### src/miiphy_pkg.sv
// Functional notes
// - Outgoing frame data leaves as four-bit nibbles on the transmit data lines.
// - Transmit enable is high exactly while a valid nibble is presented.
// - Transmit error flags a bad condition in the nibble being sent.
// - PHY supplies transmit clock at 25 or 2.5 MHz; outputs follow it.
// - PHY supplies receive clock at 25 or 2.5 MHz; capture follows it.
// - Receive nibbles are accepted only while receive data valid is high.
// - A receive error during a frame marks the whole frame as errored.
// - Collision is acted on in half duplex only, ignored in full duplex.
// - Carrier sense defers transmit in half duplex only, ignored in full.
// - Duplex input high means full duplex, low means half duplex.
// - An active-low reset output can hold the PHY in reset.
// - The active-low PHY interrupt input is reported as an event.
// - Management clock is driven out; management data uses the shared line.
// - Management data idles high: released when not driven, pulled up.
// - Read of an absent PHY returns ffff with pull-up, 0000 with pull-down.
// - A continuous 25 MHz reference clock is driven to the PHY.
// - The PHY 125 MHz clock may serve for reduced-pin transmit clocking; here it is only monitored for activity.
package miiphy_pkg;

  // System clock and derived reference divider
  localparam int unsigned SYS_CLK_HZ    = 200_000_000;
  localparam int unsigned REF_CLK_HZ    = 25_000_000;
  localparam int unsigned REF_HALF_CYC  = SYS_CLK_HZ / (2 * REF_CLK_HZ);
  localparam int unsigned REF_CNT_W     = 3;

  // Management clock: fastest rate, half period rounded up in cycles
  localparam int unsigned MDC_MAX_HZ    = 2_500_000;
  localparam int unsigned MDC_HALF_CYC  = (SYS_CLK_HZ + 2 * MDC_MAX_HZ - 1) / (2 * MDC_MAX_HZ);

  // Management frame layout, bit counts from the first preamble bit
  localparam int unsigned MDIO_PRE_BITS   = 32;
  localparam int unsigned MDIO_FRAME_BITS = 64;
  localparam int unsigned MDIO_RD_DRIVE   = 46;
  localparam int unsigned MDIO_DATA_START = 48;
  localparam logic [1:0]  MDIO_START      = 2'h1;
  localparam logic [1:0]  MDIO_OP_READ    = 2'h2;
  localparam logic [1:0]  MDIO_OP_WRITE   = 2'h1;
  localparam logic [1:0]  MDIO_TA_WRITE   = 2'h2;
  localparam logic [1:0]  MDIO_TA_READ    = 2'h3;
  localparam logic [15:0] MDIO_IDLE_DATA  = 16'hffff;

  // Activity window for the fast PHY clock, in ns and in cycles
  localparam int unsigned FAST_ALIVE_NS  = 320;
  localparam int unsigned FAST_ALIVE_CYC = FAST_ALIVE_NS * (SYS_CLK_HZ / 1_000_000) / 1000;
  localparam int unsigned FAST_CNT_W     = 7;

  // Data path widths
  localparam int unsigned NIBBLE_W = 4;
  localparam int unsigned PHY_AW   = 5;
  localparam int unsigned MDIO_DW  = 16;

  typedef enum logic {MIIPHY_MDIO_IDLE, MIIPHY_MDIO_RUN} miiphy_mdio_state_type;

endpackage : miiphy_pkg

### src/miiphy_mgmt_if.sv
`timescale 1ns/1ps
// Management request and answer between the attach top and the engine
interface miiphy_mgmt_if;
  logic        req;
  logic        write;
  logic [4:0]  phy_addr;
  logic [4:0]  reg_addr;
  logic [15:0] wdata;
  logic        busy;
  logic        done;
  logic [15:0] rdata;

  modport requester (output req, output write, output phy_addr, output reg_addr,
                     output wdata, input busy, input done, input rdata);
  modport engine    (input req, input write, input phy_addr, input reg_addr,
                     input wdata, output busy, output done, output rdata);
endinterface : miiphy_mgmt_if

### src/miiphy_mdio.sv
`timescale 1ns/1ps
// Serial management engine: one clause-22 style frame per request
module miiphy_mdio #(
  parameter int unsigned HALF_CYC = miiphy_pkg::MDC_HALF_CYC
) (
  input  wire logic             sys_clk,
  input  wire logic             sys_rst,
  miiphy_mgmt_if.engine         mgmt,
  output logic                  mdc_out,
  input  wire logic             mdio_in,
  output logic                  mdio_out,
  output logic                  mdio_oe
);

  localparam int unsigned DIV_W = $clog2(HALF_CYC + 1);

  typedef struct packed {
    miiphy_pkg::miiphy_mdio_state_type state;
    logic [DIV_W-1:0] div;
    logic             mdc;
    logic [6:0]       bit_cnt;
    logic [63:0]      shreg;
    logic             wr;
    logic [15:0]      rdata;
    logic             done;
    logic             mdio_s1;
    logic             mdio_s2;
    logic             dout;
    logic             oe;
  } miiphy_mdio_reg_type;

  miiphy_mdio_reg_type s_reg;
  miiphy_mdio_reg_type s_next;

  // Frame sequencing; data changes on the falling edge, PHY samples on rising
  always_comb begin
    s_next = s_reg;
    s_next.done = 1'b0;
    s_next.mdio_s1 = mdio_in;
    s_next.mdio_s2 = s_reg.mdio_s1;
    case (s_reg.state)
      miiphy_pkg::MIIPHY_MDIO_IDLE: begin
        s_next.oe = 1'b0;
        s_next.dout = 1'b1;
        if (mgmt.req) begin
          s_next.state = miiphy_pkg::MIIPHY_MDIO_RUN;
          s_next.wr = mgmt.write;
          s_next.div = '0;
          s_next.mdc = 1'b0;
          s_next.bit_cnt = '0;
          s_next.shreg = {{miiphy_pkg::MDIO_PRE_BITS{1'b1}}, miiphy_pkg::MDIO_START,
                          mgmt.write ? miiphy_pkg::MDIO_OP_WRITE : miiphy_pkg::MDIO_OP_READ,
                          mgmt.phy_addr, mgmt.reg_addr,
                          mgmt.write ? miiphy_pkg::MDIO_TA_WRITE : miiphy_pkg::MDIO_TA_READ,
                          mgmt.write ? mgmt.wdata : miiphy_pkg::MDIO_IDLE_DATA};
          s_next.dout = 1'b1;
          s_next.oe = 1'b1;
        end
      end
      default: begin
        if (s_reg.div == DIV_W'(HALF_CYC - 1)) begin
          s_next.div = '0;
          s_next.mdc = ~s_reg.mdc;
          if (!s_reg.mdc) begin
            // Rising edge: capture read data as the line shows it, pull-up gives ffff
            if (!s_reg.wr && s_reg.bit_cnt >= 7'(miiphy_pkg::MDIO_DATA_START)) begin
              s_next.rdata = {s_reg.rdata[14:0], s_reg.mdio_s2};
            end
          end else if (s_reg.bit_cnt == 7'(miiphy_pkg::MDIO_FRAME_BITS - 1)) begin
            s_next.state = miiphy_pkg::MIIPHY_MDIO_IDLE;
            s_next.done = 1'b1;
            s_next.oe = 1'b0;
            s_next.dout = 1'b1;
          end else begin
            s_next.bit_cnt = s_reg.bit_cnt + 7'h1;
            s_next.shreg = {s_reg.shreg[62:0], 1'b0};
            s_next.dout = s_reg.shreg[62];
            // Reads release the line from turnaround onward
            s_next.oe = s_reg.wr || (s_reg.bit_cnt + 7'h1 < 7'(miiphy_pkg::MDIO_RD_DRIVE));
          end
        end else begin
          s_next.div = s_reg.div + DIV_W'(1);
        end
      end
    endcase
  end

  always_ff @(posedge sys_clk) begin
    if (sys_rst) begin
      s_reg <= '0;
      s_reg.dout <= 1'b1;
      s_reg.mdio_s1 <= 1'b1;
      s_reg.mdio_s2 <= 1'b1;
    end else begin
      s_reg <= s_next;
    end
  end

  assign mdc_out    = s_reg.mdc;
  assign mdio_out   = s_reg.dout;
  assign mdio_oe    = s_reg.oe;
  assign mgmt.busy  = (s_reg.state == miiphy_pkg::MIIPHY_MDIO_RUN);
  assign mgmt.done  = s_reg.done;
  assign mgmt.rdata = s_reg.rdata;

endmodule : miiphy_mdio

### src/miiphy_attach.sv
`timescale 1ns/1ps
// MAC-side attachment of an external PHY: nibble data path, sideband, management
module miiphy_attach #(
  parameter int unsigned MDC_HALF = miiphy_pkg::MDC_HALF_CYC
) (
  input  wire logic        sys_clk,
  input  wire logic        sys_rst,
  // Transmit stream from the MAC core
  input  wire logic        tx_valid,
  input  wire logic [3:0]  tx_nibble,
  input  wire logic        tx_error,
  output logic             tx_ready,
  output logic             tx_collision,
  // Receive stream to the MAC core
  output logic             rx_valid,
  output logic [3:0]       rx_nibble,
  output logic             rx_frame_end,
  output logic             rx_frame_err,
  // Status and sideband control
  output logic             full_duplex,
  output logic             phy_irq_event,
  output logic             fast_clock_alive,
  input  wire logic        phy_reset_req,
  // Management requests
  input  wire logic        mgmt_req,
  input  wire logic        mgmt_write,
  input  wire logic [4:0]  mgmt_phy_addr,
  input  wire logic [4:0]  mgmt_reg_addr,
  input  wire logic [15:0] mgmt_wdata,
  output logic             mgmt_busy,
  output logic             mgmt_done,
  output logic [15:0]      mgmt_rdata,
  // Nibble interface pins
  input  wire logic        mii_tx_clk,
  output logic [3:0]       mii_txd,
  output logic             mii_tx_en,
  output logic             mii_tx_er,
  input  wire logic        mii_rx_clk,
  input  wire logic [3:0]  mii_rxd,
  input  wire logic        mii_rx_dv,
  input  wire logic        mii_rx_er,
  input  wire logic        mii_col,
  input  wire logic        mii_crs,
  input  wire logic        mii_duplex_in,
  // Sideband pins
  input  wire logic        phy_fast_clock_in,
  input  wire logic        ext_phy_irq_low_in,
  output logic             ext_phy_rst_low_out,
  output logic             phy_reference_clock_out,
  // Management pins
  output logic             mdc_out,
  input  wire logic        mdio_in,
  output logic             mdio_out,
  output logic             mdio_oe
);

  localparam int unsigned FW = miiphy_pkg::FAST_CNT_W;
  localparam int unsigned RW = miiphy_pkg::REF_CNT_W;

  // All registered state of the attach block except the management engine
  typedef struct packed {
    // Transmit clock sampling
    logic          txc_s1;
    logic          txc_s2;
    logic          txc_d;
    // Receive clock and qualifiers sampling
    logic          rxc_s1;
    logic          rxc_s2;
    logic          rxc_d;
    logic [3:0]    rxd_s1;
    logic [3:0]    rxd_s2;
    logic          dv_s1;
    logic          dv_s2;
    logic          er_s1;
    logic          er_s2;
    // Line status sampling
    logic          col_s1;
    logic          col_s2;
    logic          crs_s1;
    logic          crs_s2;
    logic          dup_s1;
    logic          dup_s2;
    logic          irq_s1;
    logic          irq_s2;
    logic          irq_d;
    logic          fast_s1;
    logic          fast_s2;
    logic          fast_d;
    // Transmit outputs
    logic [3:0]    txd;
    logic          tx_en;
    logic          tx_er;
    logic          tx_col;
    // Receive outputs
    logic          rx_vld;
    logic [3:0]    rx_nib;
    logic          rx_in_frame;
    logic          rx_err_acc;
    logic          rx_end;
    logic          rx_err;
    // Sideband outputs
    logic          irq_evt;
    logic          rst_low;
    logic [RW-1:0] ref_cnt;
    logic          ref_clk;
    logic [FW-1:0] fast_cnt;
  } miiphy_attach_reg_type;

  miiphy_attach_reg_type s_reg;
  miiphy_attach_reg_type s_next;

  logic tx_edge;
  logic rx_edge;
  logic half_dup;
  logic defer;
  logic tx_accept;

  miiphy_mgmt_if mgmt_bus ();

  // Edges of the link clocks, found after the two-stage synchronisers
  assign tx_edge  = s_reg.txc_s2 & ~s_reg.txc_d;
  assign rx_edge  = s_reg.rxc_s2 & ~s_reg.rxc_d;
  assign half_dup = ~s_reg.dup_s2;
  // Deferral only applies when a new frame would start
  assign defer     = half_dup & s_reg.crs_s2;
  assign tx_accept = tx_edge & tx_valid & (s_reg.tx_en | ~defer);

  // Next-state logic for the whole block
  always_comb begin
    s_next = s_reg;
    s_next.txc_s1  = mii_tx_clk;
    s_next.txc_s2  = s_reg.txc_s1;
    s_next.txc_d   = s_reg.txc_s2;
    s_next.rxc_s1  = mii_rx_clk;
    s_next.rxc_s2  = s_reg.rxc_s1;
    s_next.rxc_d   = s_reg.rxc_s2;
    s_next.rxd_s1  = mii_rxd;
    s_next.rxd_s2  = s_reg.rxd_s1;
    s_next.dv_s1   = mii_rx_dv;
    s_next.dv_s2   = s_reg.dv_s1;
    s_next.er_s1   = mii_rx_er;
    s_next.er_s2   = s_reg.er_s1;
    s_next.col_s1  = mii_col;
    s_next.col_s2  = s_reg.col_s1;
    s_next.crs_s1  = mii_crs;
    s_next.crs_s2  = s_reg.crs_s1;
    s_next.dup_s1  = mii_duplex_in;
    s_next.dup_s2  = s_reg.dup_s1;
    s_next.irq_s1  = ext_phy_irq_low_in;
    s_next.irq_s2  = s_reg.irq_s1;
    s_next.irq_d   = s_reg.irq_s2;
    s_next.fast_s1 = phy_fast_clock_in;
    s_next.fast_s2 = s_reg.fast_s1;
    s_next.fast_d  = s_reg.fast_s2;

    // Pulses default low
    s_next.tx_col  = 1'b0;
    s_next.rx_vld  = 1'b0;
    s_next.rx_end  = 1'b0;
    s_next.irq_evt = 1'b0;

    // Transmit: new nibble or idle is launched just after each clock rise.
    // The sampling delay is two to three sys_clk cycles, 10 to 15 ns, inside the 40 ns nibble time.
    if (tx_edge) begin
      s_next.tx_en = tx_accept;
      s_next.txd   = tx_accept ? tx_nibble : 4'h0;
      s_next.tx_er = tx_accept & tx_error;
    end

    // Collision reported only while sending in half duplex
    if (half_dup && s_reg.col_s2 && s_reg.tx_en) begin
      s_next.tx_col = 1'b1;
    end

    // Receive: sampled on the rise, data and qualifiers share the same delay
    if (rx_edge) begin
      if (s_reg.dv_s2) begin
        s_next.rx_vld      = 1'b1;
        s_next.rx_nib      = s_reg.rxd_s2;
        s_next.rx_in_frame = 1'b1;
        s_next.rx_err_acc  = s_reg.rx_err_acc | s_reg.er_s2;
      end else if (s_reg.rx_in_frame) begin
        // Frame closes on the first rise without valid data
        s_next.rx_end      = 1'b1;
        s_next.rx_err      = s_reg.rx_err_acc;
        s_next.rx_in_frame = 1'b0;
        s_next.rx_err_acc  = 1'b0;
      end
    end

    // Falling interrupt line becomes a one-cycle event
    if (!s_reg.irq_s2 && s_reg.irq_d) begin
      s_next.irq_evt = 1'b1;
    end

    // Reset output follows the request once out of local reset
    s_next.rst_low = ~phy_reset_req;

    // Free-running divide-by-eight reference clock
    if (s_reg.ref_cnt == RW'(miiphy_pkg::REF_HALF_CYC - 1)) begin
      s_next.ref_cnt = '0;
      s_next.ref_clk = ~s_reg.ref_clk;
    end else begin
      s_next.ref_cnt = s_reg.ref_cnt + RW'(1);
    end

    // The fast clock aliases against ours, but any toggle still proves it runs
    if (s_reg.fast_s2 != s_reg.fast_d) begin
      s_next.fast_cnt = FW'(miiphy_pkg::FAST_ALIVE_CYC);
    end else if (s_reg.fast_cnt != '0) begin
      s_next.fast_cnt = s_reg.fast_cnt - FW'(1);
    end
  end

  // State register; the PHY is held in reset while this block is
  always_ff @(posedge sys_clk) begin
    if (sys_rst) begin
      s_reg <= '0;
      s_reg.irq_s1 <= 1'b1;
      s_reg.irq_s2 <= 1'b1;
      s_reg.irq_d  <= 1'b1;
      s_reg.dup_s1 <= 1'b1;
      s_reg.dup_s2 <= 1'b1;
      s_reg.rst_low <= 1'b0;
    end else begin
      s_reg <= s_next;
    end
  end

  // Management requests cross to the engine through the carrier
  assign mgmt_bus.req      = mgmt_req;
  assign mgmt_bus.write    = mgmt_write;
  assign mgmt_bus.phy_addr = mgmt_phy_addr;
  assign mgmt_bus.reg_addr = mgmt_reg_addr;
  assign mgmt_bus.wdata    = mgmt_wdata;
  assign mgmt_busy         = mgmt_bus.busy;
  assign mgmt_done         = mgmt_bus.done;
  assign mgmt_rdata        = mgmt_bus.rdata;

  // Serial management engine
  miiphy_mdio #(
    .HALF_CYC (MDC_HALF)
  ) u_mdio (
    .sys_clk  (sys_clk),
    .sys_rst  (sys_rst),
    .mgmt     (mgmt_bus.engine),
    .mdc_out  (mdc_out),
    .mdio_in  (mdio_in),
    .mdio_out (mdio_out),
    .mdio_oe  (mdio_oe)
  );

  // Outputs: handshake and clock-alive flag are combinational, everything else from flip-flops
  assign tx_ready                = tx_accept;
  assign tx_collision            = s_reg.tx_col;
  assign mii_txd                 = s_reg.txd;
  assign mii_tx_en               = s_reg.tx_en;
  assign mii_tx_er               = s_reg.tx_er;
  assign rx_valid                = s_reg.rx_vld;
  assign rx_nibble               = s_reg.rx_nib;
  assign rx_frame_end            = s_reg.rx_end;
  assign rx_frame_err            = s_reg.rx_err;
  assign full_duplex             = s_reg.dup_s2;
  assign phy_irq_event           = s_reg.irq_evt;
  assign fast_clock_alive        = (s_reg.fast_cnt != '0);
  assign ext_phy_rst_low_out     = s_reg.rst_low;
  assign phy_reference_clock_out = s_reg.ref_clk;

endmodule : miiphy_attach

### config.mk
export PLATFORM = sky130hd
export DESIGN_NAME = miiphy_attach
export DESIGN_NICKNAME = d
export VERILOG_FILES = /design/src/miiphy_pkg.sv /design/src/miiphy_mgmt_if.sv /design/src/miiphy_mdio.sv /design/src/miiphy_attach.sv
export SDC_FILE = /design/constraint.sdc
export NUM_CORES = 1
export LEC_CHECK = 0
export BUFFER_PORTS_ARGS = -buffer_cell sky130_fd_sc_hd__buf_2
export CORE_AREA = 3 3 106 108
export CTS_BUF_LIST = sky130_fd_sc_hd__clkbuf_8
export DETAILED_ROUTE_END_ITERATION = 12
export DIE_AREA = 0 0 109 111
export PLACE_DENSITY = 0.84
export SKIP_LAST_GASP = 1
export SLEW_MARGIN = 20
export SYNTH_ARGS = -nofsm -noshare
export SYNTH_HDL_FRONTEND = slang
export SYNTH_SLANG_ARGS = --single-unit
### constraint.sdc
create_clock -name sys_clk -period 3.9 [get_ports sys_clk]
set_clock_uncertainty 0.05 [all_clocks]
set_input_delay 0.78 -clock sys_clk [delete_from_list [all_inputs] [get_ports sys_clk]]
set_output_delay 0.78 -clock sys_clk [all_outputs]
set_load 0.005 [all_outputs]
=== After elaboration in Yosys (flattened, before gate mapping) ===
Cells that the tools add are included.

* Bitwise logic cells: 19
* Multiplexer cells: 26
* $add $sub $neg: 4
* $lt $le $gt $ge: 2
* Equality and inequality tests: 7
* Reductions and logical operators: 24

{| class="wikitable"
|+ Operators with widths
! operator !! number
|-
| two-way mux 71 bit || 2
|-
| two-way mux 80 bit || 1
|-
| two-way mux 79 bit || 1
|-
| two-way mux 72 bit || 1
|-
| two-way mux 16 bit || 1
|-
| two-way mux 7 bit || 2
|-
| two-way mux 2 bit || 6
|-
| inverter 1 bit || 11
|-
| AND reduction 2 bit || 5
|-
| two-way mux 1 bit || 8
|-
| AND reduction 4 bit || 2
|-
| adder 7 x 1 -> 7 bit, second input constant || 1
|-
| == test 7 x 6 -> 1 bit, second input constant || 1
|-
| >= comparator 7 x 6 -> 1 bit, second input constant || 1
|-
| less-than comparator 7 x 6 -> 1 bit, second input constant || 1
|-
| nonzero test 7 bit || 1
|-
| subtractor 7 x 1 -> 7 bit, second input constant || 1
|-
| adder 6 x 1 -> 6 bit, second input constant || 1
|-
| bitwise AND 1 bit || 6
|-
| == test 6 bit, second input constant || 1
|-
| two-way mux 6 bit || 1
|-
| != test 2 bit, second input constant || 3
|-
| nonzero test 2 bit || 3
|-
| OR reduction 2 bit || 3
|-
| other kinds (13) || 18
|}

* Register bits: 159
* Output and inout port bits: 41

=== Logic depth before layout (Yosys ltp) ===
* Depth in word-level cells: 7
* Mapped depth: 9

=== Hierarchy ===
A second synthesis with hierarchy kept.

* Cells, all modules: 695
* Area, all modules: 6211.0 µm²

{| class="wikitable"
|+ By module, submodules not included
! module !! instances !! area an instance (µm²) !! cells an instance
|-
| miiphy_mdio || 1 || 4229.1 || 508
|-
| miiphy_attach || 1 || 1981.9 || 187
|}

=== Worst setup path after synthesis ===
OpenSTA, ideal clock, no wires.

* Path kind: flip-flop to flip-flop
* Start: register u_mdio.s_reg[94] in the netlist's numbering
* End: register u_mdio.s_reg, in the netlist u_mdio.mgmt.rdata[10]
* Data arrival time: 2.053 ns
* Required time: 3.722 ns
* Cell stages (with the launch flop): 8
* Period minus slack after synthesis: 2.230 ns
* Path slack: 1.670 ns
* Cell sequence: dfxtp_1 -> ha_1 -> nand3b_4 -> or3_4 -> a2111oi_4 -> buf_6 -> mux2i_1 -> nor2_1

* Word-level cells in the longest chain between the ends: 2

{| class="wikitable"
|+ RTL lines
! element !! RTL line !! RTL
|-
| from (decl) || miiphy_mdio.sv:32 || <nowiki>miiphy_mdio_reg_type s_reg;</nowiki>
|-
| from (signal assigned) || miiphy_mdio.sv:95 || <nowiki>s_reg <= s_next;</nowiki>
|-
| == test 6 bit || miiphy_mdio.sv:61 || <nowiki>if (s_reg.div == DIV_W'(HALF_CYC - 1)) begin</nowiki>
|-
| AND reduction 4 bit (no source line) || - ||
|}

Every way passes these cells.
A chain may end at the register's enable or synchronous reset.

=== Final worst setup path ===
* Start: register u_mdio.s_reg[86] in the netlist's numbering
* End: register u_mdio.s_reg[41] in the netlist's numbering

* Word-level cells in the longest chain between the ends: 3

{| class="wikitable"
|+ RTL lines
! element !! RTL line !! RTL
|-
| == test 7 x 6 -> 1 bit || miiphy_mdio.sv:69 || <nowiki>end else if (s_reg.bit_cnt == 7'(miiphy_pkg::MDIO_FRAME_BITS - 1)) begin</nowiki>
|-
| != test 2 bit (no source line) || - ||
|-
| AND reduction 4 bit (no source line) || - ||
|}

Every way passes these cells.

==> reports/metrics.cfg <==
[setup_path]
crit_path_cell_trace = ha_1 -> nand3_1 -> or3_1 -> nand2_1 -> buf_4 -> o21ai_0 -> a211oi_1
worstPathArrival_ns = 3.09
cp_num_buf_inv = 1
end_kind = flip-flop
critical_path.startpoint_type = flip-flop
worstReg2RegStart = u_mdio.s_reg[86]
worst_r2r_path_depth = 7
critPathKind = flip-flop to flip-flop
slowest_stage = nand2_1
critPathMaxFanout = 20
r2r_end = u_mdio.s_reg[41]
path_delay_family = simple AND/OR/NAND/NOR gates
reg2reg_slack_ns = 1.11
cp.required_ns = 4.20
max_stage_delay_ns = 0.52

[final_layout]
final_cell_area_sq_um = 6820
area_growth_pct = 12.0
multi_input_area_sq_um = 2510
largest_reg_flops = 78
drive_gt1_share_pct = 19.4
nFillCells = 829
final_net_count = 792
fin_util_pct = 66.1
ff_latch_area_sq_um = 3180
diodes = 0

[placed_design]
place_area_sq_um = 6410
hpwl_um = 8030
port_buffers = 91
place.gp.congestion = 0.852

[synth]
yosysWarnings = 0
muxShareOfSynthArea_pct = 2.63
synthAdderAreaFrac_pct = 1.44
synth_edf_count = 0
synth-async-reset-ratio_pct = 0
synth_xor_area_share_pct = 1.29
postSynthAreaPerCell_sq_um = 8.89
synth_fp_nets = 743
ys.flop_type = dfxtp_1
synth_top_family_by_area = simple AND/OR/NAND/NOR gates
synth-simple-area-share_pct = 24.0
synth_compound_area_share_pct = 11.7
synth.distinct_cells = 44
netlist_area_sq_um = 6090
ys_ff_latch = 159
syn_inst = 685
synth-seq-area-share_pct = 52.3

[floorplanning]
start_util_pct = 59.0
die_area_sq_um = 12100
rows = 37
fp.dieW_um = 109
die_h_um = 111
pin_count = 92
coreArea_sq_um = 10300

[routing]
avgRoutedWirePerCell_um = 13.9
drt-vias-per-instance = 5.42
drt_first_pass_iters = 5
drt_iter0_drc = 292
dr_total_vias = 4783
wirelength_um = 12300
route.detailed.drc = 0
ant_nets = 0

[timing]
setup_viol = 0
slew_viol_final = 0
worstMarginPinSlew_ns = 0.876
fin_crit_ns = 2.79
finalCritPeriodShare_pct = 71.6
hold_viol_final = 0
final.setup.tns_ns = 0
slew-limit-headroom_pct = 41.3
rsz0062_at_grt = no
fmax_ghz = 0.358

[cts]
cts-hold-fix-buffers = 0
cts.sinks = 159
cts.repair.resized = 0
cts_buffer_depth = 2
cts_root_buf = clkbuf_8
h-tree-depth = 4
postCtsSetupBuffers = 0
cts_tree = yes
insertion_delay_ns = 0.44
path_clk_slew_ns = 0.10
cts_made_buffers = 17

[min_path]
holdPathEnd = full_duplex
hp-class = flip-flop to flip-flop
min_path_cells = 1
min_from = s_next[35]

[outcome]
status = complete, no violations

[grt]
grt_use_total_pct = 20.8
grt.overflow.total = 0
grt_max_degree = 90
antenna_found_initial = 0
grt_pass1_vias = 4493
grt_first_pass_wirelength_um = 20700

[power_and_ir_drop]
power.leakage_nw = 2.87
p_per_area_nw_per_um2 = 484
ir_drop_uv = 229
power_mw = 3.30

[job]
maxCapViolations = 0

## placed cells by master (no fill, tap or decap), types with 2 or more instances in the layout
cell type,synthesis,final
xnor2_1,6,6
a22oi_1,26,26
buf_2,10,90
a211oi_1,10,10
nand2b_1,10,10
buf_4,24,8
dfxtp_1,159,159
and3_1,3,3
nor3_1,86,86
nand2_1,54,54
or3_1,3,3
nand3_1,13,13
nor2b_1,28,27
xor2_1,3,3
nor2_1,86,85
clkinv_8,0,4
inv_6,0,2
clkbuf_8,0,17
a21oi_1,31,31
or2_2,7,7
a21o_1,2,2
inv_8,0,5
clkinvlp_4,0,3
o21ai_0,30,30
a41oi_1,2,2
ha_1,7,7
inv_1,11,11
nor3b_1,4,4
a221o_1,2,2
mux2i_1,16,16
a2111oi_0,2,2
a31oi_1,2,2
## power breakdown
| part | total (mW) | switching (mW) | internal (mW) |
|---|---|---|---|
| logic | 0.333 | 0.187 | 0.146 |
| clock network | 1.18 | 0.696 | 0.486 |
| registers | 1.78 | 0.0640 | 1.72 |
## worst reg2reg max path: cells and delay by family (launching register included)
kind / cells / cell delay [ns]
AOI/OAI and AO/OA: 2 / 0.38
adders and majority gates: 1 / 0.35
buffers and inverters: 1 / 0.34
DFF: 1 / 0.45
and+or+nand+nor: 3 / 1.14
## through the flow
| stage | instances | setup WS [ns] | hold WS, ns |
|---|---|---|---|
| final | 883 | 1.11 | 0.368 |
| after floorplan | 685 | 1.67 | 0.339 |
| after CTS | 883 | 0.828 | 0.371 |
| after detailed placement | 851 | 0.835 | 0.346 |
| after global routing | 883 | 0.808 | 0.391 |
| after global placement | 851 | 1.07 | 0.342 |
## cell families (layout without fill, tap and decap cells)
kind of cell | count (synthesis) | count (layout)
flip-flops | 159 | 159
multiplexers | 16 | 16
AND/OR/NAND/NOR | 303 | 303
AO/OA/AOI/OAI | 112 | 112
adder cells (fa/ha/maj) | 7 | 7
buffers and inverters | 79 | 141
XOR/XNOR | 9 | 9
## synth_stat cells, types with 4 or more instances
master	instances	share of area (%)
o21ai_0	30	2.5
nor3b_1	4	0.49
ha_1	7	1.4
nand3_1	13	1.1
buf_1	4	0.25
a21oi_1	31	2.5
nor3_1	86	7.1
xnor2_1	6	0.86
buf_4	24	3.0
nand2b_1	10	1.0
clkbuf_1	29	1.8
inv_1	11	0.68
a211oi_1	10	1.2
a22oi_1	26	3.2
buf_2	10	0.82
nor2b_1	28	2.9
dfxtp_1	159	52
nand2_1	54	3.3
nor2_1	86	5.3
mux2i_1	16	2.6
or2_2	7	0.72
## how the worst max path moves through the flow
stage | start | end | depth (start not counted)
after CTS | u_mdio.mgmt.busy | u_mdio.s_reg[60] | 6
after global placement | u_mdio.mgmt.busy | u_mdio.s_reg[63] | 6
after global routing | u_mdio.mgmt.busy | u_mdio.s_reg[89] | 5
after detailed placement | u_mdio.mgmt.busy | u_mdio.s_reg[60] | 6
final | u_mdio.s_reg[86] | u_mdio.s_reg[41] | 7
after floorplan | u_mdio.s_reg[94] | u_mdio.mgmt.rdata[10] | 7
## routing by layer
metal / vias up / share of wire, % / global-route usage (%)
met5: - / 0 / 0
met4: 0 / 2.1 / 7.74
met3: 32 / 4.7 / 4.60
met2: 127 / 49 / 33.8
met1: 2209 / 44 / 27.0
li1: 2415 / - / -
## layout make-up
class,count,area share [%]
Clock buffer,17,3.43
Clock inverter,15,2.50
Inverter,11,0.606
Multi-Input combinational cell,447,36.8
Sequential cell,159,46.7
Tap cell,136,2.50
Timing Repair Buffer,98,7.49
No activity file was read; power rests on OpenSTA's default activity.
